<file path="src/verilog/dos_pkg.sv">
// Constants for the loop operating-status register block.
// Assumes a single 20 MHz system clock and a byte-wide register port.
package dos_pkg;
  localparam logic [7:0] DOS_ADDR_OPERATING_STATE_STATUS = 8'h09;
  localparam int DOS_BIT_SYNC2K = 7;
  localparam int DOS_BIT_AUX_LOCKED = 6;
  localparam int DOS_BIT_MAIN_SOFT_ALARM = 5;
  localparam int DOS_BIT_AUX_SOFT_ALARM = 4;
  localparam int DOS_BIT_UNUSED = 3;
  localparam int DOS_FSM_MSB = 2;
  localparam int DOS_FSM_LSB = 0;
  localparam logic [7:0] DOS_RESET_VALUE = 8'h41;
  localparam logic [2:0] DOS_MODE_FREE_RUN = 3'h1;
  localparam logic [2:0] DOS_MODE_HOLDOVER = 3'h2;
  localparam logic [2:0] DOS_MODE_LOCKED = 3'h4;
  localparam logic [2:0] DOS_MODE_PRE_LOCKED2 = 3'h5;
  localparam logic [2:0] DOS_MODE_PRE_LOCKED = 3'h6;
  localparam logic [2:0] DOS_MODE_PHASE_LOST = 3'h7;
  localparam int DOS_SYNC_STAGES = 2;
endpackage

</file>
<file path="src/verilog/dos_sync.sv">
// Two-flop synchroniser for a vector of levels.
// Assumes inputs are quasi-static levels from outside ref_clk.
`timescale 1ns/100ps
module dos_sync #(
  parameter int WIDTH = 1,
  parameter logic [WIDTH-1:0] RESET_VAL = '0
) (
  // Clock and reset
  input wire logic ref_clk,
  input wire logic rstn,
  // Data
  input wire logic [WIDTH-1:0] async_in,
  output logic [WIDTH-1:0] sync_out
);
  logic [WIDTH-1:0] meta;

  always_ff @(posedge ref_clk or negedge rstn) begin
    if (!rstn) begin
      meta <= RESET_VAL;
      sync_out <= RESET_VAL;
    end else begin
      meta <= async_in;
      sync_out <= meta;
    end
  end
endmodule // dos_sync

</file>
<file path="src/verilog/dos_status.sv">
// Operating-status register: aux loop lock, soft alarms, main loop state.
// Assumes loop indicators arrive as levels from other clock domains.
//
// What this block does
// Bit 6 reports aux loop lock: 0 unlocked, 1 locked.
// Aux lock built from four phase-loss sources gated by shared enables.
// Coarse phase loss event latches bit 6 low until enable cleared.
// Software clears coarse enable, reads bit 6, re-enables for current reading.
// A locked reading is current; no enable toggle needed.
// Bit 5 high while main loop tracks beyond soft alarm limit.
// Bit 4 high while aux loop tracks beyond soft alarm limit.
// Bits 2:0 give main loop state code; 000 and 011 unused.
// Register at 09 is read-only, bit 3 reads zero.
`timescale 1ns/100ps
module dos_status
  import dos_pkg::*;
(
  // Clock and reset
  input wire logic ref_clk,
  input wire logic rstn,
  // Register read port
  input wire logic rd_en,
  input wire logic [7:0] rd_addr,
  output logic [7:0] rd_data,
  output logic rd_valid,
  // Aux loop phase-loss sources
  input wire logic aux_fine_phase_loss,
  input wire logic aux_coarse_phase_loss,
  input wire logic aux_no_activity,
  input wire logic aux_freq_limit,
  // Shared detector enables
  input wire logic fine_loss_en,
  input wire logic coarse_loss_en,
  input wire logic no_activity_en,
  input wire logic freq_limit_en,
  // Soft alarms and main loop state
  input wire logic main_loop_freq_soft_alarm,
  input wire logic aux_loop_freq_soft_alarm,
  input wire logic [2:0] main_loop_fsm_state,
  input wire logic sync2k_alarm,
  // Status copy
  output logic [7:0] operating_state_status
);
  // Synchronised pin groups
  logic [3:0] loss_s;
  logic [3:0] en_s;
  logic [2:0] alarm_s;
  logic [2:0] state_s;

  // Named views of the synchronised bits
  logic fine_loss_s;
  logic coarse_loss_s;
  logic no_activity_s;
  logic freq_limit_s;
  logic fine_en_s;
  logic coarse_en_s;
  logic no_activity_en_s;
  logic freq_limit_en_s;
  logic main_alarm_s;
  logic aux_alarm_s;
  logic sync2k_s;

  // Loss terms after their enables
  logic fine_lost;
  logic coarse_lost;
  logic no_activity_lost;
  logic freq_limit_lost;
  logic any_live_loss;

  // Held coarse event
  logic coarse_latched;
  logic next_coarse_latched;

  // Register assembly
  logic aux_loop_locked;
  logic [7:0] next_status;

  // Read path
  logic addr_hit;
  logic [7:0] next_rd_data;

  // Pins cross clock domains: two flops before any logic
  dos_sync #(.WIDTH(4), .RESET_VAL(4'h0)) u_sync_loss (
    .ref_clk(ref_clk), .rstn(rstn),
    .async_in({aux_fine_phase_loss, aux_coarse_phase_loss, aux_no_activity, aux_freq_limit}),
    .sync_out(loss_s)
  );
  dos_sync #(.WIDTH(4), .RESET_VAL(4'h0)) u_sync_en (
    .ref_clk(ref_clk), .rstn(rstn),
    .async_in({fine_loss_en, coarse_loss_en, no_activity_en, freq_limit_en}),
    .sync_out(en_s)
  );
  dos_sync #(.WIDTH(3), .RESET_VAL(3'h0)) u_sync_alarm (
    .ref_clk(ref_clk), .rstn(rstn),
    .async_in({main_loop_freq_soft_alarm, aux_loop_freq_soft_alarm, sync2k_alarm}),
    .sync_out(alarm_s)
  );
  dos_sync #(.WIDTH(3), .RESET_VAL(DOS_MODE_FREE_RUN)) u_sync_state (
    .ref_clk(ref_clk), .rstn(rstn),
    .async_in(main_loop_fsm_state),
    .sync_out(state_s)
  );

  // Loss detector outputs, high means loss
  assign fine_loss_s = loss_s[3];
  assign coarse_loss_s = loss_s[2];
  assign no_activity_s = loss_s[1];
  assign freq_limit_s = loss_s[0];

  // Detector enables shared with the main loop
  assign fine_en_s = en_s[3];
  assign coarse_en_s = en_s[2];
  assign no_activity_en_s = en_s[1];
  assign freq_limit_en_s = en_s[0];

  // Live alarm levels
  assign main_alarm_s = alarm_s[2];
  assign aux_alarm_s = alarm_s[1];
  assign sync2k_s = alarm_s[0];

  // Each source counts only while its detector is enabled
  always_comb begin
    fine_lost = fine_loss_s && fine_en_s;
    coarse_lost = coarse_loss_s && coarse_en_s;
    no_activity_lost = no_activity_s && no_activity_en_s;
    freq_limit_lost = freq_limit_s && freq_limit_en_s;
  end

  // Live sources only; the held coarse event joins below
  always_comb begin
    any_live_loss = fine_lost ||
                    coarse_lost ||
                    no_activity_lost ||
                    freq_limit_lost;
  end

  // Coarse loss is sticky; only clearing its enable or a reset releases it.
  // Enable low wins over a new event: a disabled detector cannot re-arm.
  // Trade-off: software loses the history once it clears the enable.
  always_comb begin
    next_coarse_latched = coarse_latched;
    if (!coarse_en_s) begin
      next_coarse_latched = 1'b0;
    end else if (coarse_lost) begin
      next_coarse_latched = 1'b1;
    end
  end

  // Reset forgets any earlier slip
  always_ff @(posedge ref_clk or negedge rstn) begin
    if (!rstn) begin
      coarse_latched <= 1'b0;
    end else begin
      coarse_latched <= next_coarse_latched;
    end
  end

  // Lock falls on any live loss or on the held coarse event
  always_comb begin
    aux_loop_locked = !(any_live_loss || coarse_latched);
  end

  // Field by field; bit 7 passes the sync alarm straight through
  always_comb begin
    next_status = 8'h00;
    next_status[DOS_BIT_SYNC2K] = sync2k_s;
    next_status[DOS_BIT_AUX_LOCKED] = aux_loop_locked;
    next_status[DOS_BIT_MAIN_SOFT_ALARM] = main_alarm_s;
    next_status[DOS_BIT_AUX_SOFT_ALARM] = aux_alarm_s;
    next_status[DOS_BIT_UNUSED] = 1'b0;
    next_status[DOS_FSM_MSB:DOS_FSM_LSB] = state_s;
  end

  // Unused state codes pass as seen; the loop owns its encoding.
  // A multi-bit code change may show one mixed value for a cycle.
  always_ff @(posedge ref_clk or negedge rstn) begin
    if (!rstn) begin
      operating_state_status <= DOS_RESET_VALUE;
    end else begin
      operating_state_status <= next_status;
    end
  end

  // Only one address decodes; writes have no path here
  always_comb begin
    addr_hit = (rd_addr == DOS_ADDR_OPERATING_STATE_STATUS);
  end

  // Other addresses read as zero
  always_comb begin
    next_rd_data = 8'h00;
    if (addr_hit) begin
      next_rd_data = operating_state_status;
    end
  end

  // One valid pulse per accepted read
  always_ff @(posedge ref_clk or negedge rstn) begin
    if (!rstn) begin
      rd_valid <= 1'b0;
    end else begin
      rd_valid <= rd_en;
    end
  end

  // Data holds between reads so a slow master may take it late
  always_ff @(posedge ref_clk or negedge rstn) begin
    if (!rstn) begin
      rd_data <= 8'h00;
    end else if (rd_en) begin
      rd_data <= next_rd_data;
    end
  end
endmodule // dos_status

</file>
<file path="config.mk">
export PLATFORM = sky130hd
export DESIGN_NAME = dos_status
export DESIGN_NICKNAME = d
export VERILOG_FILES = /design/src/verilog/dos_pkg.sv /design/src/verilog/dos_sync.sv /design/src/verilog/dos_status.sv
export SDC_FILE = /design/constraint.sdc
export NUM_CORES = 1
export LEC_CHECK = 0
export BUFFER_PORTS_ARGS = -buffer_cell sky130_fd_sc_hd__buf_2
export CAP_MARGIN = 0
export CORE_MARGIN = 2
export CORE_UTILIZATION = 48
export DETAILED_ROUTE_END_ITERATION = 16
export PLACE_DENSITY_LB_ADDON = 0.05
export SETUP_SLACK_MARGIN = 0.2
export SLEW_MARGIN = 20
export SYNTH_ARGS = -nofsm -noshare
export SYNTH_HDL_FRONTEND = slang
export SYNTH_SLANG_ARGS = --single-unit
</file>
<file path="constraint.sdc">
create_clock -name ref_clk -period 1 [get_ports ref_clk]
set_input_delay 0.05 -clock ref_clk [delete_from_list [all_inputs] [get_ports ref_clk]]
set_output_delay 0.05 -clock ref_clk [all_outputs]
set_load 0.02 [all_outputs]
</file>
==> results of run 1 <==
[cell usage in the layout (no fill, tap or decap)]
| cell | count |
|---|---|
| sky130_fd_sc_hd__dfrtp_1 | 40 |
| sky130_fd_sc_hd__buf_2 | 24 |
| sky130_fd_sc_hd__buf_6 | 19 |
| sky130_fd_sc_hd__dlygate4sd3_1 | 16 |
| sky130_fd_sc_hd__o32ai_2 | 7 |
| sky130_fd_sc_hd__buf_4 | 7 |
| sky130_fd_sc_hd__inv_1 | 6 |
| sky130_fd_sc_hd__nand2_1 | 5 |
| sky130_fd_sc_hd__clkbuf_4 | 5 |
| sky130_fd_sc_hd__dfstp_2 | 4 |
| sky130_fd_sc_hd__or4b_4 | 2 |
| sky130_fd_sc_hd__nand2_2 | 2 |
| sky130_fd_sc_hd__conb_1 | 2 |
| sky130_fd_sc_hd__a222oi_1 | 1 |
| sky130_fd_sc_hd__a21oi_1 | 1 |
| sky130_fd_sc_hd__and2_1 | 1 |
| sky130_fd_sc_hd__inv_2 | 1 |
| sky130_fd_sc_hd__o21a_1 | 1 |
| sky130_fd_sc_hd__bufinv_16 | 1 |
| sky130_fd_sc_hd__clkinvlp_4 | 1 |
| sky130_fd_sc_hd__clkinv_2 | 1 |
| sky130_fd_sc_hd__buf_12 | 1 |
[cell usage after synthesis]
| master | count | area share (%) |
|---|---|---|
| sky130_fd_sc_hd__buf_6 | 1 | 0.83 |
| sky130_fd_sc_hd__buf_1 | 1 | 0.28 |
| sky130_fd_sc_hd__buf_2 | 1 | 0.37 |
| sky130_fd_sc_hd__buf_4 | 2 | 1.1 |
| sky130_fd_sc_hd__nand2_1 | 7 | 1.9 |
| sky130_fd_sc_hd__o32ai_2 | 7 | 8.4 |
| sky130_fd_sc_hd__inv_1 | 7 | 1.9 |
| sky130_fd_sc_hd__and2_1 | 1 | 0.46 |
| sky130_fd_sc_hd__a222oi_1 | 1 | 0.74 |
| sky130_fd_sc_hd__dfrtp_1 | 40 | 74 |
| sky130_fd_sc_hd__o21a_1 | 1 | 0.55 |
| sky130_fd_sc_hd__a21oi_1 | 1 | 0.37 |
| sky130_fd_sc_hd__dfstp_2 | 4 | 7.7 |
| sky130_fd_sc_hd__conb_1 | 1 | 0.28 |
| sky130_fd_sc_hd__or4b_1 | 2 | 1.5 |
[routing by layer]
metal	up-vias	GRT usage [%]	part of all wire, %
met2	34	22.8	48
met1	392	17.9	42
li1	388	-	-
met3	4	7.71	8.1
met4	0	5.98	1.6
met5	-	0	0
[final timing paths]
check | from | to | slack (ns)
worst min register to register | u_sync_state.sync_out[1]$_DFF_PN0_ | operating_state_status[1]$_DFF_PN0_ | 0.34
worst min-delay path | rd_en | rd_data[1]$_DFFE_PN0P_ | 0.05
max in group asynchronous | rstn | operating_state_status[0]$_DFF_PN1_ | 0.34
worst max-delay path | operating_state_status[6]$_DFF_PN1_ | rd_data[6]$_DFFE_PN0P_ | -0.1
min in group asynchronous | rstn | rd_data[2]$_DFFE_PN0P_ | 0.14
worst max register to register | operating_state_status[6]$_DFF_PN1_ | rd_data[6]$_DFFE_PN0P_ | -0.1
[worst max-delay path, stage by stage, from the launching register on]
cell and delay, ns:
sky130_fd_sc_hd__dfstp_2 0.56, sky130_fd_sc_hd__buf_4 0.11, sky130_fd_sc_hd__buf_6 0.08, sky130_fd_sc_hd__nand2_2 0.04
sky130_fd_sc_hd__o32ai_2 0.23
[registers in the layout (all words and copies together), names as in the netlist]
| signal | count |
|---|---|
| coarse_latched | 1 |
| operating_state_status | 7 |
| rd_data | 7 |
| rd_valid | 1 |
| u_sync_alarm.meta | 3 |
| u_sync_alarm.sync_out | 3 |
| u_sync_en.meta | 4 |
| u_sync_en.sync_out | 4 |
| u_sync_loss.meta | 4 |
| u_sync_loss.sync_out | 4 |
| u_sync_state.meta | 3 |
| u_sync_state.sync_out | 3 |
[layout make-up]
| cell class | count | area, um2 | share of cell area, % |
|---|---|---|---|
| flip-flops and latches | 44 | 1110 | 54.6 |
| repair buffers | 67 | 567 | 28.0 |
| multi-input cells | 22 | 209 | 10.3 |
| clock inverters | 3 | 42.5 | 2.10 |
| well taps | 31 | 38.8 | 1.91 |
| clock buffers | 5 | 37.5 | 1.85 |
| inverters | 7 | 26.3 | 1.30 |
[metrics by stage]
stage | util, % | instances | setup WS, ns | hold slack [ns]
finish | 74.1 | 179 | -0.0953 | 0.0502
global route | 74.1 | 179 | -0.148 | 0.0512
CTS | 73.0 | 176 | -0.0774 | 0.0292
detailed placement | 58.7 | 146 | -0.155 | -0.0167
global placement | 58.7 | 146 | -0.111 | -0.0215
floorplan | - | 78 | -0.0269 | -0.246
[kinds of logic after synthesis]
kind of cell / share of synthesized area (%)
flip-flops: 81.3
AND/OR/NAND/NOR: 3.86
AO/OA/AOI/OAI: 10.0
other: 0.276
buffers and inverters: 4.51
[what timing repair did]
action	in CTS	in global routing
resized for setup	34	3
hold buffers	16	0
setup buffers	6	3
endpoints found under the setup margin	19	23
hold endpoints to repair	56	0
pin swaps	5	1
[power by group through the flow]
stage	sequential, W	clock (W)	combinational, W
floorplan	0.00194	0	0.0000541
global placement	0.00192	0	0.000183
detailed placement	0.00192	0	0.000187
CTS	0.00189	0.00110	0.000275
global route	0.00190	0.00118	0.000303
finish	0.00189	0.00106	0.000276
==> flow_results.org, run 1 <==
** GRT
- The initial antenna violation count was 0.
- Total track usage :: 14.9%
- The first global-routing pass estimated 3520 um of wire.
- After global routing the overflow that remains totals 0.
- Entering global routing, the biggest net connects 20 pins.
- The via count of the first global-routing pass came to 823.

** Place
- The wire-length estimate of the detail-placed layout is 1360 um.
- Routability-driven placement finished with a final weighted congestion of 0.708.
- Placed cell areas :: 1610 um2
- Port bufs :: 39

** Power and ir drop
- Clk pwr share :: 32.7%
- In this run the power spent charging and discharging nets is 0.000687 W.
- The share of total power dissipated in sequential elements is 58.7%.
- Overall power consumption after layout is estimated at 0.00322 W.
- IR analysis of the VDD net gives a maximum drop of 0.00134 V.
- Power spread over the standard cell area amounts to 1590 nW/um2.
- Net switching fraction of the power :: 21.3%
- P_leak :: 0.941 nW
- Internal power comes to 0.00254 W.
- Comb power frac :: 8.6%

** Timing
- After layout, the minimum clock period comes to 1.10 ns.
- Setup repair after global routing missed its margin :: true
- Based on the critical path, the design can be clocked at up to 913 MHz.
- The clock arrives with 0.0143 ns of skew.
- Count of final max-slew check failures :: 0
- Setup TNS after final layout :: -0.196 ns
- Setup violations remaining at the end of the flow were counted as 3.
- Portion of the clock cycle consumed by the worst path in the final layout :: 110%
- Worst setup margin :: -0.0953 ns
- The final count of hold timing violations was 0.

** Clock network
- Library cell used as clock root buffer :: sky130_fd_sc_hd__clkbuf_4
- After clock tree synthesis, the clock-pin slew on the worst setup and hold paths is 0.13 ns.
- TritonCTS clock tree :: yes
- At the later pin of the worst-skew pair, clock insertion delay measures 0.34 ns.
- Longest Clk Path Bufs :: 2
- Sink count of the clock tree :: 44
- The H-tree was split into 2 levels.
- TritonCTS Buffers :: 5

** Worst setup path
- Required time of the worst setup path :: 1.25 ns
- Crit path arrival time :: 1.35 ns
- The critical path is of the reg2reg type.
- In this run the worst path has a maximum fanout of 2.
- The number of cells on the worst reg-to-reg path is 4.
- Nature of the critical path startpoint :: flop
- Worst setup EP type :: flop

** Cells and area
- After filler insertion, the fill cell instance count of the layout stands at 175.
- Ratio of cells with drive above 1 in the final layout :: 50.7%
- Diodes inserted :: 0
- From synthesis to final layout, the design area changed by 49.0%.
- The finished cells cover 2030 um2.
- After the last flow step, the layout net total stands at 172.

** Floorplanning
- Chip width :: 57.2 um
- Rows :: 19
- In this run the standard cell core region covers 2730 um2.
- Floorplan die area :: 3280 um2
- Pin placement for this block handled 42 I/O pins.
- Once the floorplan was initialized, standard cells occupied 49.7% of the core.
- Chip Height :: 57.2 um

** Run status
- The checks that failed: negative setup slack.
- The flow ran to the end, but the final reports show violations.

** Synth
- For this run, the number of Yosys warnings is 0.
- After synthesis the netlist holds a flip-flop and latch count of 44.
- The average instance in the mapped netlist occupies 17.7 um2.
- Cells after synthesis :: 77
- Area of the mapped netlist :: 1360 um2
- Sequential elements use 81.3% of the synthesized area.
- The netlist uses 15 different library cells.

** Worst hold path
- In this run the worst hold path is classified as in2reg.
- The worst hold path was traced through 2 stages.

** Routing
- Post-route ant nets :: 0
- For this block, the via count after detailed routing is 818.
- Drt first pass iters :: 4
- In this run, the number of DRC markers left after iteration 0 of detailed routing was 17.
- Total routed wirelength :: 2160 um
- Detailed-route vias per instance :: 4.57
- For this run, design rule violations remaining after detail routing come to 0.
- In the final routed layout, each cell accounts on average for 12.1 um.

** Flow run
- Max-cap violations :: 0
(Power assumes the default switching activity.)
==> run 2, diff against run 1 <==
--- a/config.mk
+++ b/config.mk
@@ -7,7 +7,6 @@
 export LEC_CHECK = 0
 export BUFFER_PORTS_ARGS = -buffer_cell sky130_fd_sc_hd__buf_2
 export CAP_MARGIN = 0
-export CORE_MARGIN = 2
 export CORE_UTILIZATION = 48
 export DETAILED_ROUTE_END_ITERATION = 16
 export PLACE_DENSITY_LB_ADDON = 0.05
==> flow_results.org, run 2 (same netlist as run 1, synthesis figures left out) <==
** Cells and area
- Ratio of cells with drive above 1 in the final layout :: 48.2% (-2.4 points)
- Net count of the finished layout :: 165 (-4.1%)
- In the layout the commonest cells are sky130_fd_sc_hd__dfrtp_1 (40), sky130_fd_sc_hd__buf_2 (23), sky130_fd_sc_hd__buf_6 (17).
- The largest registers in the layout are operating_state_status x7, rd_data x7.
- Most common cell after layout, fill and taps aside :: sky130_fd_sc_hd__dfrtp_1
- Synth-to-Final Area Change :: 44.6%
- The number of cells in the finished layout apart from fillers was 171 (-4.5%).
- The count of antenna diodes in the layout was 0 (unchanged).

** Power and ir drop
- The maximum vdd drop was 0.00157 V (+18%).
- The proportion of power drawn by the clock network came to 32.3% (-0.4 points).
- The fraction of power consumed by sequential logic came to 59.4% (+0.7 points).
- The leakage component of the power was 0.910 nW (-3.2%).
- Comb power frac :: 8.3% (-0.3 points)
- The power per cell area was 1620 nW/um2 (+1.8%).
- The switching power came to 0.000656 W (-4.4%).
- Power Internal :: 0.00253 W (-0.33%)
- Net switching fraction of the power :: 20.6% (-0.70 points)

** GRT
- The via count of the first global-routing pass came to 814 (-1.1%).
- Number of antenna violations at the first check in global routing :: 0 (unchanged)
- Total track usage :: 16.2% (+1.3 points)
- The pin count of the biggest net entering global routing came to 45 (+130%).
- Remaining global-route overflow :: 0 (unchanged)
- The wire length of the first global-routing pass came to 3690 um (+4.9%).

** Worst setup path
- Required time of the worst setup path :: 0.95 ns (-0.30 ns)
- The sum of buffers and inverters on the critical path was 1 (-1).
- Among all stages on the critical path, the largest delay is contributed by sky130_fd_sc_hd__dfstp_2.
- Cell-by-cell trace of the critical path :: buf_6
- The cell family contributing the most delay on the critical path is flip-flops.
- Stage delay of the slowest cell on the critical path :: 0.56 ns (about the same)
- The signal arrival time at the worst endpoint is 1.01 ns (-0.34 ns).
- Nature of the critical path startpoint :: flop
- Largest driver fanout on the critical path :: 2 (unchanged)
- The critical path is of the reg2out type.
- Worst setup EP type :: output port

** Timing
- Setup repair after global routing missed its margin :: true
- The final count of hold timing violations is 0 (unchanged).
- The final setup TNS is -0.105 ns (+0.0911 ns).
- The achievable clock frequency came to 944 MHz (+3.4%).
- The final clock skew was 0.00461 ns (-0.00974 ns).
- Final setup violating endpoints :: 2 (-1)
- The worst setup slack after layout is -0.0595 ns (+0.0358 ns).
- The post-route minimum period came to 1.06 ns (-0.0358 ns).
- The max-slew violation count is 0 (unchanged).
- The final period utilization is 106% (-3.6 points).
- The worst hold slack across all endpoints came to 0.0755 ns (+0.0253 ns).

** Routing
- Post-route ant nets :: 0 (unchanged)
- The total DRC errors in the routed layout came to 0 (unchanged).
- Count of routing violations after the opening detailed-route iteration :: 15 (-2)
- Detailed-route vias per instance :: 4.57 (about the same)
- Total routed wirelength :: 2200 um (+1.6%)
- Drt first pass iters :: 4 (unchanged)
- The wire length per cell came to 12.8 um (+6.4%).
- The number of vias after detailed routing was 781 (-4.5%).

** Clock network
- Library cell used as clock root buffer :: sky130_fd_sc_hd__clkbuf_4
- TritonCTS Buffers :: 5 (unchanged)
- The maximum level of the CTS H-tree was 2 (unchanged).
- The buffer levels on the longest clock path was 2 (unchanged).
- The clock latency on the worst-skew pair was 0.33 ns (about the same).
- The number of clock sinks seen by CTS is 44 (unchanged).
- TritonCTS clock tree :: yes
- The CTS clock-pin slew for the worst setup and hold paths came to 0.11 ns (-0.02 ns).

** Floorplanning
- IO Count :: 42 (unchanged)
- Standard cell core area :: 2570 um2 (-6.1%)
- The overall die height was 55.2 um (-3.5%).
- The die width was 55.2 um (-3.5%).
- Rows :: 18 (-1)
- Initial Utilization :: 53.0% (+3.2 points)
- The die footprint came to 3050 um2 (-6.9%).

** Run status
- The checks that failed: negative setup slack.
- The flow ran to the end, but the final reports show violations.

** Place
- The count of port buffers added during placement came to 39 (unchanged).
- Routability congestion estimate from global placement :: 0.730 (+3.0%)
- The instance count after placement with tap cells included came to 144 (-1.4%).

** Worst hold path
- Worst hold path class :: in2reg

** Flow run
- The number of maximum-capacitance violations came to 0 (unchanged).
run 2: changes by cell type in the layout (fill, tap and decap cells not counted), sizes merged:
cell	before	now
buf	51	45
clkbuf	5	6
clkinvlp	1	0
dlygate4sd3	16	15
run 2: power by group through the flow:
| stage | clock network, W | logic (W) | registers, W |
|---|---|---|---|
| after floorplan | 0 | 0.0000541 | 0.00194 |
| after global routing | 0.00113 | 0.000286 | 0.00190 |
| after detailed placement | 0 | 0.000184 | 0.00192 |
| final | 0.00103 | 0.000265 | 0.00189 |
| after CTS | 0.00107 | 0.000262 | 0.00189 |
| after global placement | 0 | 0.000180 | 0.00192 |
run 2: cell type report:
type                            count  area [um2]
Sequential cell                    44        1110
Fill cell                         161         601
Timing Repair Buffer               60         507
Multi-Input combinational cell     22         214
Clock buffer                        6        41.3
Tap cell                           30        37.5
Clock inverter                      2        35.0
Inverter                            7        26.3
run 2: layer usage:
metal	track usage, %	vias up	share of wire [%]
met1	20.6	358	45
met2	24.1	39	45
met4	10.0	0	3.6
li1	-	376	-
met3	5.39	8	6.0
met5	0	-	0
run 2: metrics by stage:
stage / power, W / cell area [um2] / setup WS (ns) / util, %
3_5_place_dp: 0.00211 / 1600 / -0.145 / 62.2
3_3_place_gp: 0.00210 / 1600 / -0.111 / 62.2
2_1_floorplan: 0.00200 / 1380 / -0.0269 / -
5_1_grt: 0.00331 / 1970 / -0.102 / 76.6
6_report: 0.00319 / 1970 / -0.0595 / 76.6
4_1_cts: 0.00322 / 1960 / -0.0695 / 76.4
run 2: worst paths after layout:
check	end	depth (start not counted)	startpoint	slack, ns
worst max-delay path	operating_state_status[0]	1	operating_state_status[0]$_DFF_PN1_	-0.06
worst min-delay path	rd_data[5]$_DFFE_PN0P_	2	rd_en	0.08
worst max register to register	rd_data[0]$_DFFE_PN0P_	3	operating_state_status[0]$_DFF_PN1_	0
worst min register to register	u_sync_alarm.sync_out[0]$_DFF_PN0_	0	u_sync_alarm.meta[0]$_DFF_PN0_	0.36
max in group asynchronous	operating_state_status[6]$_DFF_PN1_	3	rstn	0.54
min in group asynchronous	u_sync_alarm.meta[1]$_DFF_PN0_	3	rstn	0.20
run 2: what timing repair did:
action | 4_1_cts | 5_1_grt
gates resized for setup | 34 | 2
setup endpoints to repair | 19 | 22
setup buffers | 4 | 0
gates cloned | 0 | 0
hold buffers | 15 | 0
hold endpoints to repair | 58 | 0
pin swaps | 6 | 4
